`config.mk`:
```
export PLATFORM = sky130hd
export DESIGN_NAME = daq_trigger_timing_control
export DESIGN_NICKNAME = d
export VERILOG_FILES = /design/src/hw/daq_timing_pkg.sv /design/src/hw/strobe_sync.sv /design/src/hw/gp_counter.sv /design/src/hw/daq_trigger_timing_control.sv
export SDC_FILE = /design/constraint.sdc
export NUM_CORES = 1
export LEC_CHECK = 0
export BUFFER_PORTS_ARGS = -buffer_cell sky130_fd_sc_hd__buf_2
export CORE_AREA = 2 2 170 155
export CTS_BUF_LIST = sky130_fd_sc_hd__clkbuf_8
export CTS_CLUSTER_DIAMETER = 120
export CTS_CLUSTER_SIZE = 10
export DETAILED_ROUTE_END_ITERATION = 6
export DIE_AREA = 0 0 172 157
export PLACE_DENSITY = 0.53
export SYNTH_ARGS = -nofsm -noshare
export SYNTH_HDL_FRONTEND = slang
export SYNTH_SLANG_ARGS = --single-unit
export TNS_END_PERCENT = 1
```
`constraint.sdc`:
```
create_clock -name clk -period 2.91 [get_ports clk]
set_input_delay 0.291 -clock clk [delete_from_list [all_inputs] [get_ports clk]]
set_output_delay 0.291 -clock clk [all_outputs]
set_load 0.01 [all_outputs]
```
`src/hw/daq_timing_pkg.sv`:
```
// Constants and types shared by the acquisition timing control block
`default_nettype none
package daq_timing_pkg;
    localparam int CNT_W = 16;
    localparam int CLK_HZ = 100_000_000;
    localparam int GP0_HZ = 2_000_000;
    localparam int GP0_DIV = CLK_HZ / GP0_HZ;
    localparam int CHAN_W = 3;
    localparam logic [CNT_W-1:0] CNT_ZERO = 16'h0000;
    localparam logic [CNT_W-1:0] CNT_ONE = 16'h0001;
    localparam logic [CNT_W-1:0] CNT_MAX = 16'hffff;
    typedef enum logic [1:0] {GM_LEVEL, GM_EDGE, GM_FREQ, GM_FREE} gp_mode_t;
    typedef enum {ACQ_IDLE, ACQ_WAIT_TRIG, ACQ_WAIT_CONV_RISE, ACQ_RUN, ACQ_PRE, ACQ_PRE_COUNT}
        acq_state_t;
endpackage
`default_nettype wire

```
`src/hw/strobe_sync.sv`:
```
// Two-stage synchroniser with edge detection for an asynchronous strobe
`default_nettype none
module strobe_sync #(
    // Reset to the pin's idle level, so an idle pin shows no edge after reset
    parameter logic IDLE_LEVEL = 1'b0
) (
    // Clock and reset
    input wire logic clk,
    input wire logic rst_n,
    // Pin and conditioned outputs
    input wire logic pin,
    output logic level,
    output logic rise,
    output logic fall
);
    logic meta_q;
    logic sync_q;
    logic prev_q;

    always_ff @(posedge clk or negedge rst_n)
    begin
        if (!rst_n)
        begin
            meta_q <= IDLE_LEVEL;
            sync_q <= IDLE_LEVEL;
            prev_q <= IDLE_LEVEL;
        end
        else
        begin
            meta_q <= pin;
            sync_q <= meta_q;
            prev_q <= sync_q;
        end
    end

    assign level = sync_q;
    assign rise = sync_q & ~prev_q;
    assign fall = ~sync_q & prev_q;
endmodule
`default_nettype wire

```
`src/hw/gp_counter.sv`:
```
// One 16-bit general purpose down counter with gate modes
`default_nettype none
module gp_counter
    import daq_timing_pkg::*;
#(
    parameter int WIDTH = CNT_W
) (
    // Clock and reset
    input wire logic clk,
    input wire logic rst_n,
    // Synchronised count and gate events
    input wire logic cnt_tick,
    input wire logic cnt_fall,
    input wire logic gate_level,
    input wire logic gate_rise,
    // Control
    input wire daq_timing_pkg::gp_mode_t mode,
    input wire logic load,
    input wire logic [WIDTH-1:0] load_value,
    // State
    output logic [WIDTH-1:0] count,
    output logic out
);
    logic [WIDTH-1:0] count_q;
    logic armed_q;
    logic out_q;
    logic step;

    // Frequency mode counts falling clock edges, the others count ticks
    assign step = (mode == GM_LEVEL) ? (cnt_tick & gate_level) :
                  (mode == GM_EDGE) ? (cnt_tick & (armed_q | gate_rise)) :
                  (mode == GM_FREQ) ? (cnt_fall & gate_level) :
                  cnt_tick;

    always_ff @(posedge clk or negedge rst_n)
    begin
        if (!rst_n)
        begin
            count_q <= '0;
            armed_q <= 1'b0;
            out_q <= 1'b0;
        end
        else if (load)
        begin
            count_q <= load_value;
            armed_q <= 1'b0;
            out_q <= 1'b0;
        end
        else
        begin
            if (gate_rise)
                armed_q <= 1'b1;
            if (step)
                count_q <= count_q - 1'b1;
            out_q <= step && (count_q == WIDTH'(1));
        end
    end

    assign count = count_q;
    assign out = out_q;
endmodule
`default_nettype wire

```
`src/hw/daq_trigger_timing_control.sv`:
```
// Acquisition trigger, interval, scan gate, DAC update and general counter control
`default_nettype none
module daq_trigger_timing_control (
    // Clock and reset
    input wire logic clk,
    input wire logic rst_n,
    // External strobes
    input wire logic ext_convert_strobe_n,
    input wire logic ext_acq_trigger,
    input wire logic scan_interval_strobe,
    input wire logic ext_dac_update_n,
    // Acquisition control
    input wire logic acq_start,
    input wire logic acq_stop,
    input wire logic pre_trigger_mode,
    input wire logic ext_conv_sel,
    input wire logic ext_scan_sel,
    input wire logic scan_enable,
    input wire logic [daq_timing_pkg::CNT_W-1:0] sample_interval,
    input wire logic [daq_timing_pkg::CNT_W-1:0] sample_count,
    input wire logic [daq_timing_pkg::CNT_W-1:0] scan_interval,
    input wire logic [daq_timing_pkg::CHAN_W-1:0] scan_channels,
    // Acquisition status
    output logic convert_pulse,
    output logic acq_active,
    output logic acq_done,
    output logic scan_gate_open,
    // DAC update
    input wire logic dac_write_strobe,
    input wire logic [11:0] dac_value,
    input wire logic delayed_update,
    input wire logic update_int_enable,
    input wire logic update_int_clear,
    output logic [11:0] dac_out,
    output logic update_interrupt,
    // General counters
    input wire logic gp_clk_two,
    input wire logic gp_gate_zero,
    input wire logic gp_gate_two,
    input wire daq_timing_pkg::gp_mode_t gp_mode_zero,
    input wire daq_timing_pkg::gp_mode_t gp_mode_two,
    input wire logic gp_load_zero,
    input wire logic gp_load_two,
    input wire logic [daq_timing_pkg::CNT_W-1:0] gp_load_value,
    output logic [daq_timing_pkg::CNT_W-1:0] general_counter_zero,
    output logic [daq_timing_pkg::CNT_W-1:0] general_counter_two,
    output logic gp_out_zero,
    output logic gp_out_two
);
    import daq_timing_pkg::*;

    logic conv_rise, conv_fall;
    logic trig_rise, scan_rise, upd_lvl, upd_rise;
    logic gate0_lvl, gate0_rise, gate2_lvl, gate2_rise;
    logic gclk2_rise, gclk2_fall;

    // Active-low strobes idle high
    strobe_sync #(.IDLE_LEVEL(1'b1)) u_conv (.clk(clk), .rst_n(rst_n),
        .pin(ext_convert_strobe_n), .level(), .rise(conv_rise), .fall(conv_fall));
    strobe_sync u_trig (.clk(clk), .rst_n(rst_n), .pin(ext_acq_trigger),
        .level(), .rise(trig_rise), .fall());
    strobe_sync u_scan (.clk(clk), .rst_n(rst_n), .pin(scan_interval_strobe),
        .level(), .rise(scan_rise), .fall());
    strobe_sync #(.IDLE_LEVEL(1'b1)) u_upd (.clk(clk), .rst_n(rst_n), .pin(ext_dac_update_n),
        .level(upd_lvl), .rise(upd_rise), .fall());
    strobe_sync u_g0 (.clk(clk), .rst_n(rst_n), .pin(gp_gate_zero),
        .level(gate0_lvl), .rise(gate0_rise), .fall());
    strobe_sync u_g2 (.clk(clk), .rst_n(rst_n), .pin(gp_gate_two),
        .level(gate2_lvl), .rise(gate2_rise), .fall());
    strobe_sync u_c2 (.clk(clk), .rst_n(rst_n), .pin(gp_clk_two),
        .level(), .rise(gclk2_rise), .fall(gclk2_fall));

    acq_state_t state_q, state_d;
    logic [CNT_W-1:0] interval_cnt_q;
    logic [CNT_W-1:0] sample_count_counter_q;
    logic [CNT_W-1:0] scan_interval_counter_q;
    logic [CHAN_W-1:0] chan_q;
    logic gate_q, conv_q, done_q, active_q;
    logic int_tick, scan_tick, conv_req, gated_conv, converting, samples_last;

    // Internal pacing reloads when the count reaches one; external falling edge replaces it
    assign int_tick = (interval_cnt_q == CNT_ONE);
    assign conv_req = ext_conv_sel ? conv_fall : int_tick;
    assign scan_tick = ext_scan_sel ? scan_rise
                                    : (scan_interval_counter_q == CNT_ONE);
    assign converting = (state_q == ACQ_RUN) || (state_q == ACQ_PRE)
                        || (state_q == ACQ_PRE_COUNT);
    assign gated_conv = converting && conv_req && (!scan_enable || gate_q);
    assign samples_last = (sample_count_counter_q == CNT_ONE);

    always_comb
    begin
        state_d = state_q;
        case (state_q)
            ACQ_IDLE:
                if (acq_start)
                    state_d = pre_trigger_mode ? ACQ_PRE : ACQ_WAIT_TRIG;
            ACQ_WAIT_TRIG:
                if (trig_rise)
                    state_d = ext_conv_sel ? ACQ_WAIT_CONV_RISE : ACQ_RUN;
            ACQ_WAIT_CONV_RISE:
                if (conv_rise)
                    state_d = ACQ_RUN;
            ACQ_RUN:
                if (gated_conv && samples_last)
                    state_d = ACQ_IDLE;
            ACQ_PRE:
                if (trig_rise)
                    state_d = ACQ_PRE_COUNT;
            ACQ_PRE_COUNT:
                if (gated_conv && samples_last)
                    state_d = ACQ_IDLE;
            default:
                state_d = ACQ_IDLE;
        endcase
        // A start wins over a software abort; trigger edges outside ACQ_WAIT_TRIG and ACQ_PRE fall through unused
        if (acq_stop)
            state_d = ACQ_IDLE;
        if (acq_start)
            state_d = pre_trigger_mode ? ACQ_PRE : ACQ_WAIT_TRIG;
    end

    always_ff @(posedge clk or negedge rst_n)
    begin
        if (!rst_n)
            state_q <= ACQ_IDLE;
        else
            state_q <= state_d;
    end

    // Sample counter only decrements in run or post-trigger counting phase
    always_ff @(posedge clk or negedge rst_n)
    begin
        if (!rst_n)
            sample_count_counter_q <= CNT_ZERO;
        else if (acq_start)
            sample_count_counter_q <= sample_count;
        else if (gated_conv && state_q != ACQ_PRE && sample_count_counter_q != CNT_ZERO)
            sample_count_counter_q <= sample_count_counter_q - CNT_ONE;
    end

    // Interval counter held at reload until the sequence runs
    always_ff @(posedge clk or negedge rst_n)
    begin
        if (!rst_n)
            interval_cnt_q <= CNT_ZERO;
        else if (!converting || int_tick)
            interval_cnt_q <= sample_interval;
        else if (interval_cnt_q != CNT_ZERO)
            interval_cnt_q <= interval_cnt_q - CNT_ONE;
    end

    always_ff @(posedge clk or negedge rst_n)
    begin
        if (!rst_n)
            scan_interval_counter_q <= CNT_ZERO;
        else if (!converting || scan_interval_counter_q == CNT_ONE
                 || scan_interval_counter_q == CNT_ZERO)
            scan_interval_counter_q <= scan_interval;
        else
            scan_interval_counter_q <= scan_interval_counter_q - CNT_ONE;
    end

    // Scan gate: armed by scan edge, opened by next convert rise (next cycle under internal pacing), closed after last channel
    logic scan_armed_q;
    always_ff @(posedge clk or negedge rst_n)
    begin
        if (!rst_n)
        begin
            scan_armed_q <= 1'b0;
            gate_q <= 1'b0;
            chan_q <= '0;
        end
        else if (scan_tick)
        begin
            scan_armed_q <= 1'b1;
            gate_q <= 1'b0;
            chan_q <= '0;
        end
        // A new sequence must not inherit a gate left open by the last one
        else if (acq_start)
        begin
            scan_armed_q <= 1'b0;
            gate_q <= 1'b0;
            chan_q <= '0;
        end
        else if (scan_armed_q && (ext_conv_sel ? conv_rise : 1'b1))
        begin
            scan_armed_q <= 1'b0;
            gate_q <= 1'b1;
        end
        else if (gated_conv)
        begin
            chan_q <= chan_q + 1'b1;
            if (chan_q == scan_channels)
                gate_q <= 1'b0;
        end
    end

    always_ff @(posedge clk or negedge rst_n)
    begin
        if (!rst_n)
        begin
            conv_q <= 1'b0;
            done_q <= 1'b0;
            active_q <= 1'b0;
        end
        else
        begin
            conv_q <= gated_conv;
            done_q <= converting && (state_d == ACQ_IDLE);
            active_q <= (state_d != ACQ_IDLE);
        end
    end

    // DAC update: delayed mode applies held value while the strobe is low
    logic [11:0] dac_hold_q, dac_out_q;
    logic int_q;
    always_ff @(posedge clk or negedge rst_n)
    begin
        if (!rst_n)
        begin
            dac_hold_q <= 12'h000;
            dac_out_q <= 12'h000;
            int_q <= 1'b0;
        end
        else
        begin
            if (dac_write_strobe)
                dac_hold_q <= dac_value;
            if (dac_write_strobe && !delayed_update)
                dac_out_q <= dac_value;
            else if (delayed_update && !upd_lvl)
                dac_out_q <= dac_hold_q;
            // A new edge wins over a clear in the same cycle
            if (update_int_enable && upd_rise)
                int_q <= 1'b1;
            else if (update_int_clear || !update_int_enable)
                int_q <= 1'b0;
        end
    end

    // Counter zero ticks from the internal 2 MHz divider
    logic [CNT_W-1:0] div_q;
    logic tick2m;
    assign tick2m = (div_q == CNT_W'(GP0_DIV - 1));
    always_ff @(posedge clk or negedge rst_n)
    begin
        if (!rst_n)
            div_q <= CNT_ZERO;
        else if (tick2m)
            div_q <= CNT_ZERO;
        else
            div_q <= div_q + CNT_ONE;
    end

    logic [CNT_W-1:0] c0, c2;
    logic o0, o2;
    gp_counter #(.WIDTH(CNT_W)) u_gp0 (.clk(clk), .rst_n(rst_n), .cnt_tick(tick2m),
        .cnt_fall(tick2m), .gate_level(gate0_lvl), .gate_rise(gate0_rise),
        .mode(gp_mode_zero), .load(gp_load_zero), .load_value(gp_load_value),
        .count(c0), .out(o0));
    gp_counter #(.WIDTH(CNT_W)) u_gp2 (.clk(clk), .rst_n(rst_n), .cnt_tick(gclk2_rise),
        .cnt_fall(gclk2_fall), .gate_level(gate2_lvl), .gate_rise(gate2_rise),
        .mode(gp_mode_two), .load(gp_load_two), .load_value(gp_load_value),
        .count(c2), .out(o2));

    assign convert_pulse = conv_q;
    assign acq_active = active_q;
    assign acq_done = done_q;
    assign scan_gate_open = gate_q;
    assign dac_out = dac_out_q;
    assign update_interrupt = int_q;
    assign general_counter_zero = c0;
    assign general_counter_two = c2;
    assign gp_out_zero = o0;
    assign gp_out_two = o2;

    // Assertions
    property p_trig_ignored;
        @(posedge clk) disable iff (!rst_n)
        (state_q == ACQ_RUN && trig_rise && !acq_start && !acq_stop && !gated_conv)
            |=> (state_q == ACQ_RUN);
    endproperty
    a_trig_ignored: assert property (p_trig_ignored) else $error("Trigger acted twice");

    property p_post_start;
        @(posedge clk) disable iff (!rst_n)
        (state_q == ACQ_WAIT_TRIG && trig_rise && !ext_conv_sel && !acq_start && !acq_stop)
            |=> (state_q == ACQ_RUN);
    endproperty
    a_post_start: assert property (p_post_start) else $error("Trigger did not start");

    property p_pre_halt;
        @(posedge clk) disable iff (!rst_n)
        (state_q == ACQ_PRE && !acq_start) |=> $stable(sample_count_counter_q);
    endproperty
    a_pre_halt: assert property (p_pre_halt) else $error("Sample counter moved early");

    property p_reload;
        @(posedge clk) disable iff (!rst_n)
        acq_start |=> (sample_count_counter_q == $past(sample_count));
    endproperty
    a_reload: assert property (p_reload) else $error("Sample count not reloaded");

    property p_conv_out;
        @(posedge clk) disable iff (!rst_n)
        (ext_conv_sel && conv_fall && state_q == ACQ_RUN && !scan_enable) |=> convert_pulse;
    endproperty
    a_conv_out: assert property (p_conv_out) else $error("Missed convert");

    property p_no_conv_gated;
        @(posedge clk) disable iff (!rst_n)
        (scan_enable && !gate_q) |=> !convert_pulse;
    endproperty
    a_no_conv_gated: assert property (p_no_conv_gated) else $error("Convert through closed gate");

    property p_upd_int;
        @(posedge clk) disable iff (!rst_n)
        (update_int_enable && upd_rise) |=> update_interrupt;
    endproperty
    a_upd_int: assert property (p_upd_int) else $error("Update interrupt missed");

    property p_immediate;
        @(posedge clk) disable iff (!rst_n)
        (dac_write_strobe && !delayed_update) |=> (dac_out == $past(dac_value));
    endproperty
    a_immediate: assert property (p_immediate) else $error("Immediate update missed");

    property p_delayed_hold;
        @(posedge clk) disable iff (!rst_n)
        (delayed_update && upd_lvl) |=> $stable(dac_out);
    endproperty
    a_delayed_hold: assert property (p_delayed_hold) else $error("Delayed value leaked");
endmodule
`default_nettype wire

```
==> flow_summary.json, run 1 <==
{
  "status": "completed",
  "yosys_warnings": 0,
  "die_x_um": 172,
  "die_h_um": 157,
  "layout.cells.non_filler": 1392,
  "setup_viol": 0,
  "hold_class": "in -> reg",
  "post-place-cells": 1338,
  "critPathMaxFanout": 5,
  "grt_first_pass_wirelength_um": 32200,
  "place_hpwl_um": 13900,
  "gr-total-overflow": 0,
  "ys_ff_latch": 186,
  "cts_tree": "done",
  "powerDensity_mw_per_mm2": 515,
  "initial_core_util_pct": 34.8,
  "dieArea_mm2": 0.0270,
  "cpPeakStageDelay_ns": 0.55,
  "synth-edff-count": 0,
  "hold_depth": 3,
  "drtAntennaViolNets": 0,
  "arrival_ns": 2.97,
  "first_pass_iters": 4,
  "diodes": 0,
  "placedInstanceArea_mm2": 0.0100,
  "cts-htree-levels": 4,
  "clk_path_buf_depth": 2,
  "finalMaxSlewViolations": 0,
  "syn_area_per_cell_um2": 10.4,
  "clkSinkCount": 186,
  "cap_viol_max_count": 0,
  "tns_ns": 0,
  "grt_pass1_vias": 6482,
  "period_needed_ns": 2.63,
  "place_congestion": 0.791,
  "syn_inst": 837,
  "synth_ff_type": "dfrtp_1",
  "wl_per_cell_um": 14.0,
  "cts_setup_buffers": 0,
  "worstSetupStartpointType": "flip-flop",
  "grt_max_degree": 67,
  "worstSetupEndpointType": "flip-flop",
  "io_pins": 155,
  "grt_antenna_before_repair": 0,
  "worstPathCellList": "or4_4 > nor4_4 > a31oi_1 > nor4b_1 > a211oi_1 > or3_1",
  "most-common-layout-cells": "180 x dfrtp_1, 153 x buf_2, 93 x nand2_1",
  "syn_area_mm2": 0.00872,
  "vias": 6620,
  "cts_inserted_buffers": 17,
  "fin_area_mm2": 0.0107,
  "area_growth_pct": 22.3,
  "final_common_cell": "dfrtp_1",
  "drt-initial-drc-count": 352,
  "num_rows": 55,
  "finalClockSkew_ns": 0.0143,
  "nNetsFinal": 1155,
  "clk_pin_slew_ns": 0.11,
  "synthArstFlopShare_pct": 100,
  "clockRootBuffer": "clkbuf_8",
  "core-area_mm2": 0.0250,
  "port_buffers": 154,
  "critical_path_class": "reg -> reg",
  "tightestPinTransition_ns": 0.700,
  "rsz0062_at_grt": "false",
  "clock.fmax_ghz": 0.380,
  "hold_viol_final": 0,
  "power_mw": 5.50,
  "worstSkewPairLatency_ns": 0.47,
  "track_usage_pct": 15.0,
  "drc": 0,
  "ff2ff_path_depth": 6,
  "crit_slowest_cell": "or4_4",
  "max-vdd-ir-drop_mv": 0.300,
  "required_ns": 3.25,
  "postLayoutCoreUtil_pct": 42.6,
  "drive_gt1_share_pct": 22.3,
  "yosysSeqAreaShare_pct": 53.4,
  "fin_crit_sh_pct": 90.4,
  "via_per_inst": 4.76,
  "slew_headroom_pct": 52.9,
  "power_leakage_nw": 4.70,
  "wl_um": 19500,
  "ys_types": 56
}
[state kept, by name, summed over array words and instances, names as in the netlist, 3 cells and up]
register	cells
dac_out	12
interval_cnt_q	16
u_gp0.count	16
state_q	32
sample_count_counter_q	16
div_q	16
u_gp2.count	16
dac_hold_q	12
scan_interval_counter_q	16
chan_q	3
[area by class of cell]
class / count / area (um2)
Sequential cell: 186 / 4660
Tap cell: 342 / 428
Clock inverter: 15 / 204
Clock buffer: 17 / 234
Inverter: 21 / 78.8
Fill cell: 2529 / 14400
Multi-Input combinational cell: 625 / 3970
Timing Repair Buffer: 186 / 1100
[Yosys cell counts (3+ instances only)]
master / instances / area share [%]
dfrtp_1: 180 / 52
nand2_1: 93 / 4.0
o21ai_0: 60 / 3.4
nor2_1: 53 / 2.3
xnor2_1: 42 / 4.2
xor2_1: 41 / 4.1
nor4_1: 28 / 2.0
clkbuf_1: 26 / 1.1
a21oi_1: 24 / 1.4
inv_1: 21 / 0.90
mux2_2: 21 / 2.7
nand3_1: 20 / 1.1
nand4_1: 20 / 1.4
nor2b_1: 19 / 1.4
nor3_1: 19 / 1.1
mux2i_1: 17 / 2.0
a211oi_1: 15 / 1.3
ha_1: 14 / 2.0
or3_1: 14 / 1.0
o31ai_1: 12 / 1.0
nand2b_1: 10 / 0.72
nand3b_1: 9 / 0.77
a31oi_1: 6 / 0.43
and3_1: 6 / 0.43
dfstp_2: 6 / 1.8
nor3b_1: 6 / 0.52
and2_1: 4 / 0.29
buf_1: 4 / 0.17
nor4bb_1: 4 / 0.46
and4_1: 3 / 0.30
buf_2: 3 / 0.17
nand4b_1: 3 / 0.30
or4_1: 3 / 0.26
[where the power goes]
part	leakage (nW)	switching [mW]	internal (mW)
registers	2.23	0.143	2.75
clock network	0.217	1.05	0.887
logic	2.26	0.353	0.311
total	4.70	1.55	3.95
[worst paths after layout]
check | endpoint | start | slack [ns]
min | sample_count_counter_q[0]$_DFFE_PN0P_ | sample_count[0] | 0.04
min reg2reg | u_trig.level$_DFF_PN0_ | u_trig.meta_q$_DFF_PN0_ | 0.36
max reg2reg | acq_active$_DFF_PN0_ | interval_cnt_q[2]$_DFFE_PN0P_ | 0.28
max in group asynchronous | scan_interval_counter_q[2]$_DFF_PN0_ | rst_n | 1.87
max | acq_active$_DFF_PN0_ | interval_cnt_q[2]$_DFFE_PN0P_ | 0.28
min in group asynchronous | sample_count_counter_q[6]$_DFFE_PN0P_ | rst_n | 0.33
[kinds of logic after synthesis]
family | share of synthesized area [%]
other | 0.0430
AOI/OAI and AO/OA | 9.21
adders and majority gates | 2.01
muxes | 4.66
DFF | 53.4
and+or+nand+nor | 19.9
xor gates and xnor gates | 8.33
buffers and inverters | 2.37
[through the flow]
stage                     hold WS [ns]  worst slack (ns)
after CTS                     0.000471             0.257
after floorplan               -0.00459             0.586
after detailed placement         0.281             0.290
after global routing          0.000820            0.0813
final                           0.0368             0.279
after global placement           0.286             0.332
[layer usage]
layer / GRT usage (%) / share of wire (%) / vias up
met1: 21.2 / 49 / 3149
li1: - / - / 3324
met2: 23.1 / 45 / 128
met3: 3.87 / 4.8 / 19
met5: 0 / 0 / -
met4: 3.12 / 0.93 / 0
[worst max-delay path: cells and delay by family (launching register included)]
kind	cells	cell delay [ns]
and+or+nand+nor	4	1.71
DFF	1	0.42
AOI/OAI and AO/OA	2	0.38
[what timing repair did]
action	4_1_cts	5_1_grt
hold buffers	22	0
resized for setup	0	0
hold endpoints to repair	65	0
Note: power is estimated with default switching activity, not from simulation.
==> inputs of run 2 (changes only) <==
Settings changed: CTS_BUF_LIST sky130_fd_sc_hd__clkbuf_8 to sky130_fd_sc_hd__clkbuf_16.
==> flow_summary.json, run 2 (synthesis gave the netlist of run 1 again) <==
{
  "via_per_inst": 4.75,
  "place_congestion": 0.791,
  "first_pass_iters": 4,
  "tns_ns": 0,
  "fill_cells": 2531,
  "clkSinkCount": 186,
  "largest_reg_flops": 32,
  "fin_crit_sh_pct": 90.4,
  "tightestPinTransition_ns": 0.699,
  "seqCellArea_mm2": 0.00466,
  "rsz0062_at_grt": "false",
  "die_x_um": 172,
  "powerDensity_mw_per_mm2": 564,
  "track_usage_pct": 14.9,
  "clockRootBuffer": "clkbuf_16",
  "area_growth_pct": 22.9,
  "crit_slowest_cell": "or4_4",
  "grt_first_pass_wirelength_um": 32100,
  "io_pins": 155,
  "critPathMaxFanout": 5,
  "initial_core_util_pct": 34.8,
  "drt-initial-drc-count": 358,
  "port_buffers": 154,
  "cts-htree-levels": 4,
  "period_needed_ns": 2.63,
  "worstSetupEndpointType": "flip-flop",
  "final_common_cell": "dfrtp_1",
  "hold_class": "in -> reg",
  "core-area_mm2": 0.0250,
  "grt_pass1_vias": 6467,
  "cts_inserted_buffers": 17,
  "grt_antenna_before_repair": 0,
  "setup_viol": 0,
  "die_h_um": 157,
  "top_register": "state_q",
  "drc": 0,
  "gr-max-usage-layer": "met2",
  "drtAntennaViolNets": 0,
  "worstSkewPairLatency_ns": 0.43,
  "clk_path_buf_depth": 2,
  "hold_viol_final": 0,
  "arrival_ns": 2.93,
  "vias": 6544,
  "grt_use_met3_pct": 3.39,
  "place_hpwl_um": 13900,
  "clk_pin_slew_ns": 0.07,
  "dieArea_mm2": 0.0270,
  "required_ns": 3.21,
  "cap_viol_max_count": 0,
  "cpPeakStageDelay_ns": 0.55,
  "worstSetupStartpointType": "flip-flop",
  "wl_um": 19400,
  "wl_per_cell_um": 14.1,
  "slew_headroom_pct": 53.0,
  "cts_resized": 0,
  "clock.fmax_ghz": 0.380,
  "critical_path_class": "reg -> reg",
  "max-vdd-ir-drop_mv": 0.354,
  "worstPathCellList": "or4_4 > nor4_4 > a31oi_1 > nor4b_1 > a211oi_1 > or3_1",
  "power_leakage_nw": 4.73,
  "most-common-layout-cells": "180 x dfrtp_1, 153 x buf_2, 93 x nand2_1",
  "diodes": 0,
  "status": "completed",
  "use_met1_pct": 21.2,
  "num_rows": 55,
  "finalClockSkew_ns": 0.0103,
  "gr-total-overflow": 0,
  "cts_tree": "done",
  "finalMaxSlewViolations": 0,
  "met2_usage_pct": 23.2,
  "power_mw": 6.05,
  "nNetsFinal": 1141,
  "multiInputGateArea_mm2": 0.00397,
  "drive_gt1_share_pct": 22.6,
  "grt_max_degree": 67
}
-- run 2: layer usage --
layer  wire (um)  share of wire (%)
met4         176               0.91
met2        8750                 45
met1        9590                 49
met3         871                4.5
met5           0                  0
-- run 2: cell type report --
| class | instances | share of cell area [%] |
|---|---|---|
| multi-input combinational | 625 | 37.0 |
| clock inverter | 15 | 1.90 |
| inverter | 21 | 0.735 |
| sequential | 186 | 43.5 |
| clock buffer | 17 | 3.97 |
| timing repair buffer | 172 | 8.95 |
| tap | 342 | 3.99 |
-- run 2: worst paths after layout --
| kind | start | endpoint | slack [ns] | cells after the start |
|---|---|---|---|---|
| min reg2reg | u_scan.meta_q$_DFF_PN0_ | u_scan.level$_DFF_PN0_ | 0.35 | 0 |
| min | scan_interval[8] | scan_interval_counter_q[8]$_DFF_PN0_ | 0.06 | 3 |
| min in group asynchronous | rst_n | sample_count_counter_q[6]$_DFFE_PN0P_ | 0.38 | 2 |
| max reg2reg | interval_cnt_q[2]$_DFFE_PN0P_ | acq_active$_DFF_PN0_ | 0.28 | 6 |
| max in group asynchronous | rst_n | scan_interval_counter_q[4]$_DFF_PN0_ | 1.82 | 3 |
| max | interval_cnt_q[2]$_DFFE_PN0P_ | acq_active$_DFF_PN0_ | 0.28 | 6 |
-- run 2: stage by stage --
step                      worst slack, ns  instance area (um2)  utilization, %  hold slack (ns)  std cells
final                               0.279                10700            42.8           0.0622       1378
after global routing               0.0824                10700            42.8           0.0529       1378
after CTS                           0.259                10700            42.8           0.0403       1378
after detailed placement            0.290                10000            40.0            0.281       1338
after global placement              0.332                10000            40.0            0.286       1338
after floorplan                     0.586                 8830               -         -0.00459        865
-- run 2: what timing repair did --
action,4_1_cts,5_1_grt
hold buffers,8,0
hold endpoints to repair,51,0
setup buffers,0,0
-- run 2: critical path: cells and delay by family (launching register included) --
family,cells,cell delay [ns]
and+or+nand+nor,4,1.71
DFF,1,0.41
AOI/OAI and AO/OA,2,0.39
-- run 2: power breakdown --
| group | internal (mW) | switching (mW) |
|---|---|---|
| logic | 0.298 | 0.351 |
| registers | 2.75 | 0.143 |
| clock network | 1.39 | 1.11 |
